--- src/ebd_pkg.sv ---
// Shared constants and carrier types for the external bus DRAM controller
package ebd_pkg;
  localparam logic [7:0] EBD_DRAM_AREA     = 8'h01;
  localparam int         EBD_AREA_HI       = 31;
  localparam int         EBD_AREA_LO       = 24;
  localparam int         EBD_ROW_TOP       = 23;
  localparam int         EBD_ADDR_PINS     = 22;
  localparam int         EBD_ROW_SHIFT_MIN = 9;
  localparam int         EBD_MUX_ADDR_CYC  = 3;
  localparam int         EBD_WIDTH_BIT     = 14;
  localparam int         EBD_MIN_EXT_WAIT  = 2;
  localparam int         EBD_REFRESH_ROW_BASE = 1;
  localparam int         EBD_CS_COUNT      = 4;
  localparam int         EBD_MUX_CS        = 3;

  typedef enum logic [4:0] {
    EBD_IDLE  = 5'h00,
    EBD_LEAD  = 5'h01,
    EBD_ORD1  = 5'h02,
    EBD_OWAIT = 5'h03,
    EBD_ORD2  = 5'h04,
    EBD_TRAIL = 5'h05,
    EBD_MADDR = 5'h06,
    EBD_PRE   = 5'h07,
    EBD_ROW   = 5'h08,
    EBD_RCD   = 5'h09,
    EBD_COL   = 5'h0A,
    EBD_DWAIT = 5'h0B,
    EBD_FETCH = 5'h0C,
    EBD_RHOLD = 5'h0D,
    EBD_CBR1  = 5'h0E,
    EBD_CBR2  = 5'h0F,
    EBD_SELF  = 5'h10
  } ebd_state_t;

  // Configuration bits gathered from the control registers
  typedef struct packed {
    logic [1:0] wait_control_reg;
    logic [3:0] select_extend_bits;
    logic       muxed_io_enable_bit;
    logic       row_shift_select_hi;
    logic       row_shift_select_lo;
    logic       precharge_time_bit;
    logic       row_to_column_delay_bit;
    logic [1:0] dram_write_wait;
    logic [1:0] dram_read_wait;
    logic       burst_enable_bit;
    logic       row_hold_mode_bit;
    logic       refresh_mode_bit;
    logic       refresh_enable_bit;
    logic       refresh_row_width_hi;
    logic       refresh_row_width_lo;
  } ebd_cfg_t;

  // Access request from the internal bus masters
  typedef struct packed {
    logic        valid;
    logic        write;
    logic        dma_single;
    logic [1:0]  cs;
    logic [31:0] addr;
    logic [3:0]  lanes;
    logic [31:0] wdata;
  } ebd_req_t;
endpackage

--- src/ebd_ctrl.sv ---
// External bus state controller: ordinary, DRAM and multiplexed I/O cycles
//
// Notes on behaviour
// - Wait input is sampled for ordinary accesses with software wait set and for DRAM accesses with two or three waits.
// - Wait pin sampled two cycles before the wait-to-second-state edge.
// - Extension adds lead and trail cycles with chip select only; data held.
// - Address bits 31..24 equal area code selects the DRAM space.
// - Row shift select: 9, 10, 11 or 12 bits.
// - Row phase shifts upper address down; column phase shows bits 21..0.
// - DRAM access: precharge, row, column, fetch; at least four cycles, or column and fetch only (two cycles) on a burst same-row hit.
// - One column strobe per byte lane, only transferred lanes asserted.
// - DMA single-address column cycle also drives read and write strobes.
// - Precharge, row-to-column, read and write wait bits set DRAM waits.
// - External wait extends DRAM access only with two or three waits.
// - Burst enable runs consecutive same-row accesses as fast page.
// - Row-hold mode keeps row strobe low across other space accesses.
// - Counter match triggers CAS-before-RAS refresh and restarts counting.
// - Refresh row width field sets row-strobe cycles in refresh.
// - Refresh mode and enable both set: hold strobes for self-refresh.
// - Bus release in self-refresh keeps only DRAM strobes and read/write.
// - Muxed I/O enable turns chip-select three into address/data space.
// - Address bit 14 picks 8-bit or 16-bit muxed bus.
// - Muxed access: three address cycles with address hold, then data.
// - Muxed space waits behave as ordinary space waits.
// - Self-refresh ignores timer requests and waits for access to finish.
`timescale 1ns/100ps
`default_nettype none
module ebd_ctrl
  import ebd_pkg::*;
#(
  parameter int AW = 22,
  parameter int RW = 8
)(
  input  wire logic           clk_sys,             // System clock
  input  wire logic           rstn,                // Synchronous reset, active low
  input  wire ebd_cfg_t       cfg,                 // Control register bits
  input  wire logic [2:0]     refresh_clock_select,// Refresh count clock
  input  wire logic [RW-1:0]  refresh_constant_reg,// Refresh period
  input  wire ebd_req_t       req,                 // Access request
  input  wire logic           bus_request,         // External release request
  input  wire logic [31:0]    data_in,             // Data pins input
  input  wire logic           wait_n,              // External wait pin
  output logic                req_ready,           // Request taken pulse
  output logic                rdata_valid,         // Read data pulse
  output logic [31:0]         rdata,               // Read data
  output logic [RW-1:0]       refresh_counter,     // Counter value
  output logic                refresh_match,       // Compare match pulse
  output logic [AW-1:0]       addr_out,            // Address pins
  output logic                addr_oe,             // Address pins driven
  output logic [31:0]         data_out,            // Data pins output
  output logic                data_oe,             // Data pins driven
  output logic [EBD_CS_COUNT-1:0] chip_select_n,   // Chip selects, low active
  output logic                read_n,              // Read strobe, low active
  output logic [3:0]          byte_write_strobes_n,// Write strobes, low active
  output logic                row_strobe_n,        // Row strobe, low active
  output logic [3:0]          column_strobes_n,    // Column strobes, low active
  output logic                read_write_line,     // High for read
  output logic                address_hold_strobe_n,// Muxed address hold
  output logic                bus_granted,         // Bus released
  output logic                self_refresh_active  // In self-refresh
);
  ebd_state_t state;
  ebd_state_t next_state;
  ebd_req_t   cur;
  logic [1:0] wcnt;
  logic [1:0] phase_cnt;
  logic       wait_s;
  logic       refresh_pend;
  logic       row_open;
  logic [23:0] open_row_addr;
  logic       start_dram;
  logic       start_mux;
  logic       is_dram;
  logic       is_mux;
  logic       same_row;
  logic [3:0] row_shift;
  logic [AW-1:0] row_addr;
  logic [AW-1:0] col_addr;
  logic [AW-1:0] row_keep;
  logic       cur_mux;
  logic       keep_row;
  logic [1:0] dram_wait;
  logic       ext_dram_ok;
  logic       self_req;
  logic       timer_match;
  logic [RW-1:0] cnt_w;

  ebd_sync u_wait_sync
  (
    .clk_sys (clk_sys),
    .rstn    (rstn),
    .d       (wait_n),
    .q       (wait_s)
  );

  ebd_refresh_timer #(.CW(RW)) u_timer
  (
    .clk_sys  (clk_sys),
    .rstn     (rstn),
    .clk_sel  (refresh_clock_select),
    .constant (refresh_constant_reg),
    .count    (cnt_w),
    .match    (timer_match)
  );

  assign is_dram = req.addr[EBD_AREA_HI:EBD_AREA_LO] == EBD_DRAM_AREA;
  assign is_mux  = cfg.muxed_io_enable_bit && req.cs == 2'(EBD_MUX_CS) && !is_dram;
  assign row_shift = 4'(EBD_ROW_SHIFT_MIN) +
                     {2'b00, cfg.row_shift_select_hi, cfg.row_shift_select_lo};
  // Upper pins keep their own bits while the row lands on the low pins
  assign row_keep = AW'({AW{1'b1}} << (EBD_ROW_TOP + 1 - row_shift));
  assign row_addr = (cur.addr[AW-1:0] & row_keep) |
                    AW'(cur.addr[EBD_ROW_TOP:0] >> row_shift);
  assign col_addr = cur.addr[AW-1:0];
  assign same_row = row_open && ((open_row_addr >> row_shift)
                    == (req.addr[EBD_ROW_TOP:0] >> row_shift));
  assign dram_wait = cur.write ? cfg.dram_write_wait : cfg.dram_read_wait;
  assign ext_dram_ok = dram_wait >= 2'(EBD_MIN_EXT_WAIT);
  assign self_req = cfg.refresh_enable_bit && cfg.refresh_mode_bit;
  assign cur_mux = cfg.muxed_io_enable_bit && cur.cs == 2'(EBD_MUX_CS) &&
                   cur.addr[EBD_AREA_HI:EBD_AREA_LO] != EBD_DRAM_AREA;
  // Open row is let go before any refresh so the strobes start precharged
  assign keep_row = row_open && !refresh_pend && !self_req;

  always_comb
  begin
    next_state = state;
    case (state)
      EBD_IDLE:
        if (self_req)
          next_state = row_open ? EBD_RHOLD : EBD_SELF;
        else if (refresh_pend)
          next_state = EBD_CBR1;
        else if (req.valid && is_dram)
          next_state = (same_row && cfg.burst_enable_bit) ? EBD_COL : EBD_PRE;
        else if (req.valid && is_mux)
          next_state = EBD_MADDR;
        else if (req.valid)
          next_state = (cfg.select_extend_bits[req.cs] != 1'b0) ? EBD_LEAD : EBD_ORD1;
      EBD_MADDR:
        if (phase_cnt == 2'(EBD_MUX_ADDR_CYC - 1))
          next_state = cfg.select_extend_bits[cur.cs] ? EBD_LEAD : EBD_ORD1;
      EBD_LEAD:  next_state = EBD_ORD1;
      EBD_ORD1:  next_state = (cfg.wait_control_reg != 2'h0) ? EBD_OWAIT : EBD_ORD2;
      EBD_OWAIT:
        // Synchroniser delay puts the pin sample two cycles ahead of this move
        if (wcnt == 2'h0 && wait_s)
          next_state = EBD_ORD2;
      EBD_ORD2:
        next_state = cfg.select_extend_bits[cur.cs] ? EBD_TRAIL : EBD_IDLE;
      EBD_TRAIL: next_state = EBD_IDLE;
      EBD_PRE:
        if (phase_cnt == {1'b0, cfg.precharge_time_bit})
          next_state = EBD_ROW;
      EBD_ROW:   next_state = cfg.row_to_column_delay_bit ? EBD_RCD : EBD_COL;
      EBD_RCD:   next_state = EBD_COL;
      EBD_COL:   next_state = (dram_wait != 2'h0) ? EBD_DWAIT : EBD_FETCH;
      EBD_DWAIT:
        if (wcnt == 2'h0 && (!ext_dram_ok || wait_s))
          next_state = EBD_FETCH;
      EBD_FETCH:
        // Row stays open when burst is enabled; closed on the next miss
        next_state = EBD_IDLE;
      EBD_RHOLD: next_state = EBD_SELF;
      EBD_CBR1:  next_state = EBD_CBR2;
      EBD_CBR2:
        if (phase_cnt == {cfg.refresh_row_width_hi, cfg.refresh_row_width_lo})
          next_state = EBD_IDLE;
      EBD_SELF:  if (!self_req) next_state = EBD_IDLE;
      default:   next_state = EBD_IDLE;
    endcase
  end

  assign start_dram = state == EBD_IDLE && next_state inside {EBD_PRE, EBD_COL};
  assign start_mux  = state == EBD_IDLE && next_state inside {EBD_MADDR, EBD_LEAD, EBD_ORD1};

  always_ff @(posedge clk_sys)
  begin
    if (!rstn)
    begin
      state         <= EBD_IDLE;
      cur           <= '0;
      wcnt          <= 2'h0;
      phase_cnt     <= 2'h0;
      refresh_pend  <= 1'b0;
      row_open      <= 1'b0;
      open_row_addr <= 24'h000000;
    end
    else
    begin
      state <= next_state;
      if (start_dram || start_mux)
        cur <= req;
      phase_cnt <= (next_state != state) ? 2'h0 : phase_cnt + 2'h1;
      if (next_state == EBD_OWAIT && state != EBD_OWAIT)
        wcnt <= cfg.wait_control_reg - 2'h1;
      else if (next_state == EBD_DWAIT && state != EBD_DWAIT)
        wcnt <= dram_wait - 2'h1;
      else if (wcnt != 2'h0)
        wcnt <= wcnt - 2'h1;
      // Timer match during self-refresh is dropped; set wins over clear
      if (timer_match && cfg.refresh_enable_bit && !cfg.refresh_mode_bit)
        refresh_pend <= 1'b1;
      else if (state == EBD_CBR1)
        refresh_pend <= 1'b0;
      if (state == EBD_ROW)
        begin
          row_open      <= cfg.burst_enable_bit;
          open_row_addr <= cur.addr[EBD_ROW_TOP:0];
        end
      else if (state == EBD_IDLE && req.valid && is_dram && !same_row)
        row_open <= 1'b0;
      else if (state == EBD_IDLE && req.valid && !is_dram && !cfg.row_hold_mode_bit)
        row_open <= 1'b0;
      else if (state inside {EBD_CBR1, EBD_RHOLD})
        row_open <= 1'b0;
    end
  end

  // Registered pin drive
  logic in_ord, in_cs, in_dram_row, in_cas, rd_phase, in_self;
  assign in_ord  = state inside {EBD_ORD1, EBD_OWAIT, EBD_ORD2};
  assign in_cs   = in_ord || state inside {EBD_LEAD, EBD_TRAIL, EBD_MADDR};
  assign in_cas  = state inside {EBD_COL, EBD_DWAIT, EBD_FETCH};
  assign in_dram_row = state inside {EBD_ROW, EBD_RCD} || in_cas;
  assign rd_phase = in_ord && !cur.write;
  assign in_self = state == EBD_SELF;

  always_ff @(posedge clk_sys)
  begin
    if (!rstn)
    begin
      addr_out              <= '0;
      addr_oe               <= 1'b0;
      data_out              <= 32'h00000000;
      data_oe               <= 1'b0;
      chip_select_n         <= '1;
      read_n                <= 1'b1;
      byte_write_strobes_n  <= 4'hF;
      row_strobe_n          <= 1'b1;
      column_strobes_n      <= 4'hF;
      read_write_line       <= 1'b1;
      address_hold_strobe_n <= 1'b1;
      bus_granted           <= 1'b0;
      self_refresh_active   <= 1'b0;
      req_ready             <= 1'b0;
      rdata_valid           <= 1'b0;
      rdata                 <= 32'h00000000;
      refresh_counter       <= '0;
      refresh_match         <= 1'b0;
    end
    else
    begin
      refresh_counter <= cnt_w;
      refresh_match   <= timer_match;
      req_ready   <= start_dram || start_mux;
      rdata_valid <= (state == EBD_ORD2 || state == EBD_FETCH) && !cur.write;
      rdata       <= !cur_mux ? data_in
                     : cur.addr[EBD_WIDTH_BIT] ? {16'h0000, data_in[15:0]}
                     : {24'h000000, data_in[7:0]};
      bus_granted <= bus_request && (state == EBD_IDLE || in_self);
      self_refresh_active <= in_self;
      addr_oe  <= !(bus_request && in_self);
      addr_out <= state inside {EBD_ROW, EBD_RCD, EBD_PRE} ? row_addr : col_addr;
      // Muxed space carries the address on the data pins first
      data_oe  <= state == EBD_MADDR || (cur.write && (in_cs || in_cas));
      data_out <= (state == EBD_MADDR) ? cur.addr : cur.wdata;
      chip_select_n <= '1;
      if (in_cs)
        chip_select_n[cur.cs] <= 1'b0;
      read_n <= !(rd_phase || (cur.dma_single && state == EBD_COL && !cur.write));
      byte_write_strobes_n <= (in_ord && cur.write) ||
                              (cur.dma_single && state == EBD_COL && cur.write)
                              ? ~cur.lanes : 4'hF;
      address_hold_strobe_n <= state != EBD_MADDR;
      // Row strobe also held through row-hold and refresh tails
      row_strobe_n <= !(in_dram_row || keep_row ||
                        state == EBD_CBR2 || in_self);
      column_strobes_n <= in_cas ? ~cur.lanes
                        : (state inside {EBD_CBR1, EBD_CBR2} || in_self) ? 4'h0 : 4'hF;
      read_write_line <= !(cur.write && (in_cas || state inside {EBD_ROW, EBD_RCD}));
    end
  end
endmodule
`default_nettype wire

--- src/ebd_sync.sv ---
// Two-stage synchroniser for a level from outside the clock domain
`timescale 1ns/100ps
`default_nettype none
module ebd_sync
  import ebd_pkg::*;
#(
  parameter logic INIT = 1'b1
)(
  input  wire logic clk_sys, // System clock
  input  wire logic rstn,    // Synchronous reset, active low
  input  wire logic d,       // Asynchronous level
  output logic      q        // Synchronised level
);
  logic meta;

  always_ff @(posedge clk_sys)
  begin
    if (!rstn)
    begin
      meta <= INIT;
      q    <= INIT;
    end
    else
    begin
      meta <= d;
      q    <= meta;
    end
  end
endmodule
`default_nettype wire

--- src/ebd_refresh_timer.sv ---
// Refresh interval counter with compare match and clock prescaler
`timescale 1ns/100ps
`default_nettype none
module ebd_refresh_timer
  import ebd_pkg::*;
#(
  parameter int CW = 8
)(
  input  wire logic          clk_sys,   // System clock
  input  wire logic          rstn,      // Synchronous reset, active low
  input  wire logic [2:0]    clk_sel,   // Count clock select, zero stops
  input  wire logic [CW-1:0] constant,  // Compare value
  output logic [CW-1:0]      count,     // Current count
  output logic               match      // One-cycle compare match pulse
);
  logic [11:0] prescale;
  logic        tick;
  logic [3:0]  tap;

  // Divider ratios 2,8,32,128,512,2048,4096
  assign tap = (clk_sel == 3'h7) ? 4'hB : 4'(2 * clk_sel - 2);
  assign tick = (clk_sel != 3'h0) &&
                ((clk_sel == 3'h7) ? (prescale == 12'hFFF)
                                   : (prescale[tap] && (prescale & ((12'h002 << tap) - 12'h001))
                                      == (12'h001 << tap)));

  always_ff @(posedge clk_sys)
  begin
    if (!rstn)
    begin
      prescale <= 12'h000;
      count    <= '0;
      match    <= 1'b0;
    end
    else
    begin
      prescale <= prescale + 12'h001;
      match    <= 1'b0;
      if (tick)
      begin
        if (count + 1'b1 == constant)
        begin
          count <= '0;
          match <= 1'b1;
        end
        else
          count <= count + 1'b1;
      end
    end
  end
endmodule
`default_nettype wire

--- config.mk ---
export PLATFORM = sky130hd
export DESIGN_NAME = ebd_ctrl
export DESIGN_NICKNAME = d
export VERILOG_FILES = /design/src/ebd_pkg.sv /design/src/ebd_ctrl.sv /design/src/ebd_sync.sv /design/src/ebd_refresh_timer.sv
export SDC_FILE = /design/constraint.sdc
export NUM_CORES = 1
export LEC_CHECK = 0
export ABC_CLOCK_PERIOD_IN_PS = 10700
export BUFFER_PORTS_ARGS = -buffer_cell sky130_fd_sc_hd__buf_2
export CORE_MARGIN = 1.5
export CORE_UTILIZATION = 40
export CTS_CLUSTER_SIZE = 25
export DETAILED_ROUTE_END_ITERATION = 10
export GPL_TIMING_DRIVEN = 0
export PLACE_DENSITY = 0.62
export SETUP_SLACK_MARGIN = 0.2
export SLEW_MARGIN = 30
export SYNTH_ARGS = -nofsm -noshare
export SYNTH_HDL_FRONTEND = slang
export SYNTH_SLANG_ARGS = --single-unit
export TNS_END_PERCENT = 10
--- constraint.sdc ---
create_clock -name clk_sys -period 10.7 [get_ports clk_sys]
set_input_delay 2.14 -clock clk_sys [delete_from_list [all_inputs] [get_ports clk_sys]]
set_output_delay 2.14 -clock clk_sys [all_outputs]
set_load 0.03 [all_outputs]
Word level (Yosys, flattened, before mapping)

Cells that the tools add are included.
Widths: inputs -> output; s select.

Register bits after elaboration: 247
Output and inout port bits: 117
Word-level logic and storage cells: 234

Add/sub/neg operators: 10
Magnitude comparators: 5
Eq/ne operators: 39
Shifts and indexed selects: 6
Muxes and demuxes: 48
Bitwise logic cells: 6
Reduce and logical (&&, ||, !) cells: 85

Operators with widths:

| operator               | count |
|---|---|
| $pmux 5 s15            | 1 |
| $mux 32                | 2 |
| $mux 5                 | 12 |
| $eq 5x4->1 const B     | 10 |
| $shr 24x4->24          | 2 |
| $logic_and 1x1->1      | 37 |
| $shl 22x32->22 const A | 1 |
| $eq 5x3->1 const B     | 6 |
| $eq 24x24->1           | 1 |
| $shr 24x4->22          | 1 |
| $and 22x22->22         | 1 |
| $mux 22                | 1 |
| $or 22x22->22          | 1 |
| $reduce_bool 3->1      | 7 |
| $eq 5x2->1 const B     | 4 |
| $mux 16                | 1 |
| $mux 4                 | 4 |
| $reduce_bool 2->1      | 8 |
| $logic_or 1x1->1       | 14 |
| $mux 2                 | 7 |
| $add 12x1->12 const B  | 1 |
| $and 12x12->12         | 1 |
| $eq 12x12->1           | 1 |
| $eq 12x12->1 const B   | 1 |
| other kinds (40)       | 74 |

Longest topological paths before layout

Word-level depth: 14
Gate-level depth with buffers: 17
Mapped depth without buffers: 12

Cells and area by module

A second synthesis with hierarchy kept.

Cells, all modules: 1274
Area, all modules: 11237.0 µm²

By module, submodules not included:

| module            | instances | cells each | area an instance (µm²) | seq. area each (µm²) |
|---|---|---|---|---|
| ebd_ctrl          | 1         | 1066       | 9575.4                 | 4324.1 |
| ebd_refresh_timer | 1         | 204        | 1609.0                 | 420.4 |
| ebd_sync          | 1         | 4          | 52.6                   | 40.0 |

Worst setup path before layout

OpenSTA, ideal clock, no wires.

Kind: input to register
Start point: input cfg[12] in the netlist's numbering
End point: register cur (netlist bit col_addr[0])
Library setup time: 0.072 ns
Arrival time: 5.537 ns
Required time: 10.628 ns
Setup slack: 5.091 ns
Cell stages on the path: 17
Path buffers: 6
Cells stage by stage: buf_6 > buf_6 > clkbuf_1 > clkinv_1 > ha_1 > buf_6 > and3b_1 > o21ai_1 > a21oi_1 > nor4_4 > nand4b_2 > a2111o_1 > nand3b_4 > a31oi_4 > buf_12 > buf_12 > mux2i_1

Cells in the longest elaborated chain, start to end: 14
Elaborated cells on any way between the ends: 21
Classes of those cells: add/sub (1); eq/ne (6); shift (2); mux (5); reduce/logical (7)

Ends and longest elaborated chain:

| item                                                          | line                             | RTL |
|---|---|---|
| start, declared                                               | ebd_ctrl.sv:36                   | `input wire ebd_cfg_t cfg,` |
| $add 4x2->4 (*)                                               | ebd_ctrl.sv:108                  | `assign row_shift = 4'(EBD_ROW_SHIFT_MIN) +` |
| $shr 24x4->24, on equally long branches                       | ebd_ctrl.sv:115, ebd_ctrl.sv:116 |  |
| $eq 24x24->1 (*)                                              | ebd_ctrl.sv:116                  | `== (req.addr[EBD_ROW_TOP:0] >> row_shift));` |
| $logic_and 1x1->1 (*)                                         | ebd_ctrl.sv:115                  | `assign same_row = row_open && ((open_row_addr >> row_shift)` |
| $logic_and 1x1->1 (*)                                         | ebd_ctrl.sv:135                  | `next_state = (same_row && cfg.burst_enable_bit) ? EBD_COL : EBD_PRE;` |
| $mux 4 (*)                                                    | ebd_ctrl.sv:135                  |  |
| $mux 5 (*)                                                    | ebd_ctrl.sv:134                  | `else if (req.valid && is_dram)` |
| $mux 5 (*)                                                    | ebd_ctrl.sv:132                  | `else if (refresh_pend)` |
| $mux 5 (*)                                                    | ebd_ctrl.sv:130                  | `if (self_req)` |
| $pmux 5 s15 (*)                                               | ebd_ctrl.sv:128                  | `case (state)` |
| $eq 5x3->1 (tied with other cells)                            | ebd_ctrl.sv:175                  | `assign start_mux = state == EBD_IDLE && next_state inside {EBD_MADDR, EBD_LEAD, EBD_ORD1};` |
| $reduce_bool 3->1 / $reduce_bool 2->1 (equally long branches) | ebd_ctrl.sv:175, ebd_ctrl.sv:174 |  |
| $logic_and 1x1->1, on equally long branches                   | ebd_ctrl.sv:175, ebd_ctrl.sv:174 |  |
| $logic_or 1x1->1 (*)                                          | ebd_ctrl.sv:192                  | `if (start_dram \|\| start_mux)` |
| end signal, assigned                                          | ebd_ctrl.sv:193                  | `cur <= req;` |
| end, declared                                                 | ebd_ctrl.sv:64                   | `ebd_req_t cur;` |

Mark *: on every way between the ends. The rest lies on a longest branch, timed or not.
A chain may end at the register's enable or synchronous reset.

Worst setup path after layout

Start point: input cfg[12] in the netlist's numbering
End point: register cur[17] in the netlist's numbering

Same word-level chain as after synthesis.

==> metrics.txt <==
run status finished, final reports clean; count of cell types in the netlist 80; fin util 0.503; data required time of the worst path 11170 ps; placed insts 1841; Sw Pwr ~1.1 mW; Initial Util 0.406; Max clock buf depth 3; layout cells sized above 1 0.220; max-cap viol count 0; synthesis-stage register bit count 239; die area about 28000 um2; Die W 168 um; LEAKAGE between 5 and 6 nW; row count 60; top post-synthesis cells by area dfxtp_1, nand2_1, mux2i_1; FILL cells 2635; total grt overflow 0; number of synthesized flops with an enable pin 0; post-route setup TNS 0 ps; sequential share of power 0.377; Power Internal 2.03 mW; mapped cell area approximately 11000 um2; number of global-route vias before repair 9303; Post-CTS Setup Bufs 0; Least-Margin Pin Slew 895 ps; Slew HR 0.401; Net count, final 1678; initial antenna violation count 1; Core ar. 26800 um2; final period utilization 0.541; post-cts gate resize count 0; largest net degree at the start of global routing 15; CTS buffer count 27; hpwl dp 25.2 mm; vias per cell 5.14; dominant synthesized flop cell dfxtp_1; min-delay worst type flip-flop to flip-flop; Ant. Diodes 0; syn_nets 1393; max frequency 173 MHz; Clock Skews between 20 and 25 ps; setup violators final 0; Total Routing Usage GR 0.228; register area 4780 um2; crit path DAT 6270 ps; gpl congestion 0.945; clock latency on the worst-skew pair around 550 ps; synthesized instance count approximately 1.2k; Post-synth ARST share 0; worst-path fanout max 10; RSZ-0062 raised after global routing no; Post-route DRC 0; area leader, netlist dfxtp_1; chip height between 150 and 200 um; crit end category flip-flop; DR pass1 iterations 6; area added between synthesis and finish 23.7%; CTS sink cnt about 240; port buffer count 256; clock share of power 0.291; sequential cell area fraction in the yosys report 0.439; Slew Limit Fails 0; Sw Share 0.354; routed len/inst 17.4 um; Critical Path Start Type input pin; power share of the combinational group 0.332; PwrDens about 230 nW/um2; I/O pin count 258; fin crit period 5790 ps; Post-CTS Hold Buffers 0; Synth top area share 0.439; r2r setup slk approximately 7200 ps; H-tree Lvls 1; Final Hold Fails 0; total wire length 32.8 mm; synthesized area per cell 8.75 um2; Synthesis Warnings 0; DP Area 12600 um2; root buffer cell clkbuf_16; Final Instance Count excl. Fillers 1889; first-pass GRT wire length 50.5 mm; final instance area about 13000 um2; DRT iter0 DRCs 651; via count between 9k and 10k; WS Path Type input pin to flip-flop; CTS clock-pin slew for the worst setup and hold paths 60 ps; CTS tree yes; post-route ant nets 0; Max VDD drop between 0.1 and 0.15 mV; area taken by multi-input logic gates 5560 um2
worst max-delay path: stages:
cell	delay (ps)
buf_2	130
buf_6	130
buf_6	140
clkbuf_1	360
clkinv_1	360
ha_1	390
buf_6	140
and3b_1	160
o21ai_1	110
a21oi_1	120
nor4_4	310
nand4b_2	210
a2111o_1	530
nand3b_4	190
a31oi_4	230
buf_12	200
buf_12	160
mux2i_1	200
final cells by class:
class / count / share of cell area
multi-input combinational: 904 / 0.413
sequential: 239 / 0.355
timing repair buffer: 256 / 0.0951
clock buffer: 38 / 0.0562
buffer: 75 / 0.0330
tap: 341 / 0.0317
clock inverter: 10 / 0.00901
inverter: 26 / 0.00724
flip-flops by register name, summed over array words and instances, names as in the netlist, 8 cells and up:
signal            flops
col_addr             22
u_timer.count         8
addr_out             22
data_out             32
refresh_counter       8
u_timer.prescale     12
cur                  50
open_row_addr        16
rdata                32
metrics by stage:
stage | hold WS [ps] | power [mW] | setup WS [ps]
global route | 414 | 3.30 | 4640
finish | 398 | 3.14 | 4910
floorplan | 368 | 1.93 | 5090
CTS | 401 | 3.16 | 4950
detailed placement | 384 | 2.24 | 4390
global placement | 385 | 2.23 | 4440
path summary, 6_finish.rpt:
| path | endpoint | depth (start not counted) | startpoint |
|---|---|---|---|
| min | byte_write_strobes_n[3] | 1 | cur[35] |
| max reg2reg | cur[17] | 11 | state[0] |
| min reg2reg | byte_write_strobes_n[3] | 1 | cur[35] |
| max | cur[17] | 18 | cfg[12] |
power groups by stage:
| stage | Clock [mW] | Combinational (mW) | Sequential [mW] |
|---|---|---|---|
| after floorplan | 0 | 0.658 | 1.28 |
| after global placement | 0 | 1.03 | 1.20 |
| after detailed placement | 0 | 1.03 | 1.20 |
| after CTS | 0.938 | 1.04 | 1.18 |
| after global routing | 0.977 | 1.12 | 1.20 |
| final | 0.912 | 1.04 | 1.18 |
Yosys cell counts (13+ instances only):
master	n
a21boi_0	54
a21oi_1	29
and2_1	57
clkbuf_1	54
dfxtp_1	239
inv_1	24
mux2i_1	88
nand2_1	313
nand2b_1	13
nand3_1	24
nor2_1	47
nor2b_1	31
nor3_1	15
o21ai_0	37
xnor2_1	21
xor2_1	19
cells by family (layout without fill, tap and decap cells):
family / after synthesis / in the layout / share of synthesized area
AND/OR/NAND/NOR: 559 / 559 / 0.242
flip-flops: 239 / 239 / 0.439
AO/OA/AOI/OAI: 195 / 195 / 0.125
multiplexers: 101 / 101 / 0.103
buffers and inverters: 101 / 405 / 0.0497
XOR/XNOR: 40 / 40 / 0.0322
adder cells (fa/ha/maj): 8 / 8 / 0.00919
other: 1 / 1 / 0.000344
layer usage:
layer / vias to the layer above / GRT usage / routed length (um) / part of all wire
li1: 4785 / - / - / -
met1: 4490 / 0.298 / 14400 / 0.44
met2: 381 / 0.388 / 15400 / 0.47
met3: 44 / 0.0400 / 2380 / 0.072
met4: 2 / 0.0642 / 690 / 0.021
met5: - / 0 / 17 / 0.00052
placed cells by master (no fill, tap or decap), types with 4 or more instances in the layout:
cell | Yosys | layout
nand2_1 | 313 | 313
buf_2 | 5 | 261
dfxtp_1 | 239 | 239
mux2i_1 | 88 | 88
clkbuf_1 | 54 | 61
and2_1 | 57 | 57
a21boi_0 | 54 | 54
nor2_1 | 47 | 47
o21ai_0 | 37 | 37
nor2b_1 | 31 | 31
a21oi_1 | 29 | 29
clkbuf_16 | 0 | 27
inv_1 | 24 | 24
nand3_1 | 24 | 24
xnor2_1 | 21 | 21
xor2_1 | 19 | 19
nor3_1 | 15 | 15
nand2b_1 | 13 | 13
and3_1 | 11 | 11
a22oi_1 | 11 | 11
or3_1 | 9 | 9
mux4_2 | 8 | 8
buf_12 | 8 | 8
ha_1 | 8 | 8
nor4_1 | 7 | 7
nor3b_1 | 7 | 7
o211a_1 | 6 | 6
o22ai_1 | 5 | 5
mux2_2 | 5 | 5
a31oi_1 | 5 | 5
a21o_1 | 5 | 5
nand4_1 | 5 | 5
clkinv_2 | 0 | 5
buf_1 | 4 | 4
o21a_1 | 4 | 4
o211ai_1 | 4 | 4
clkbuf_8 | 0 | 4
(Power assumes the default switching activity.)
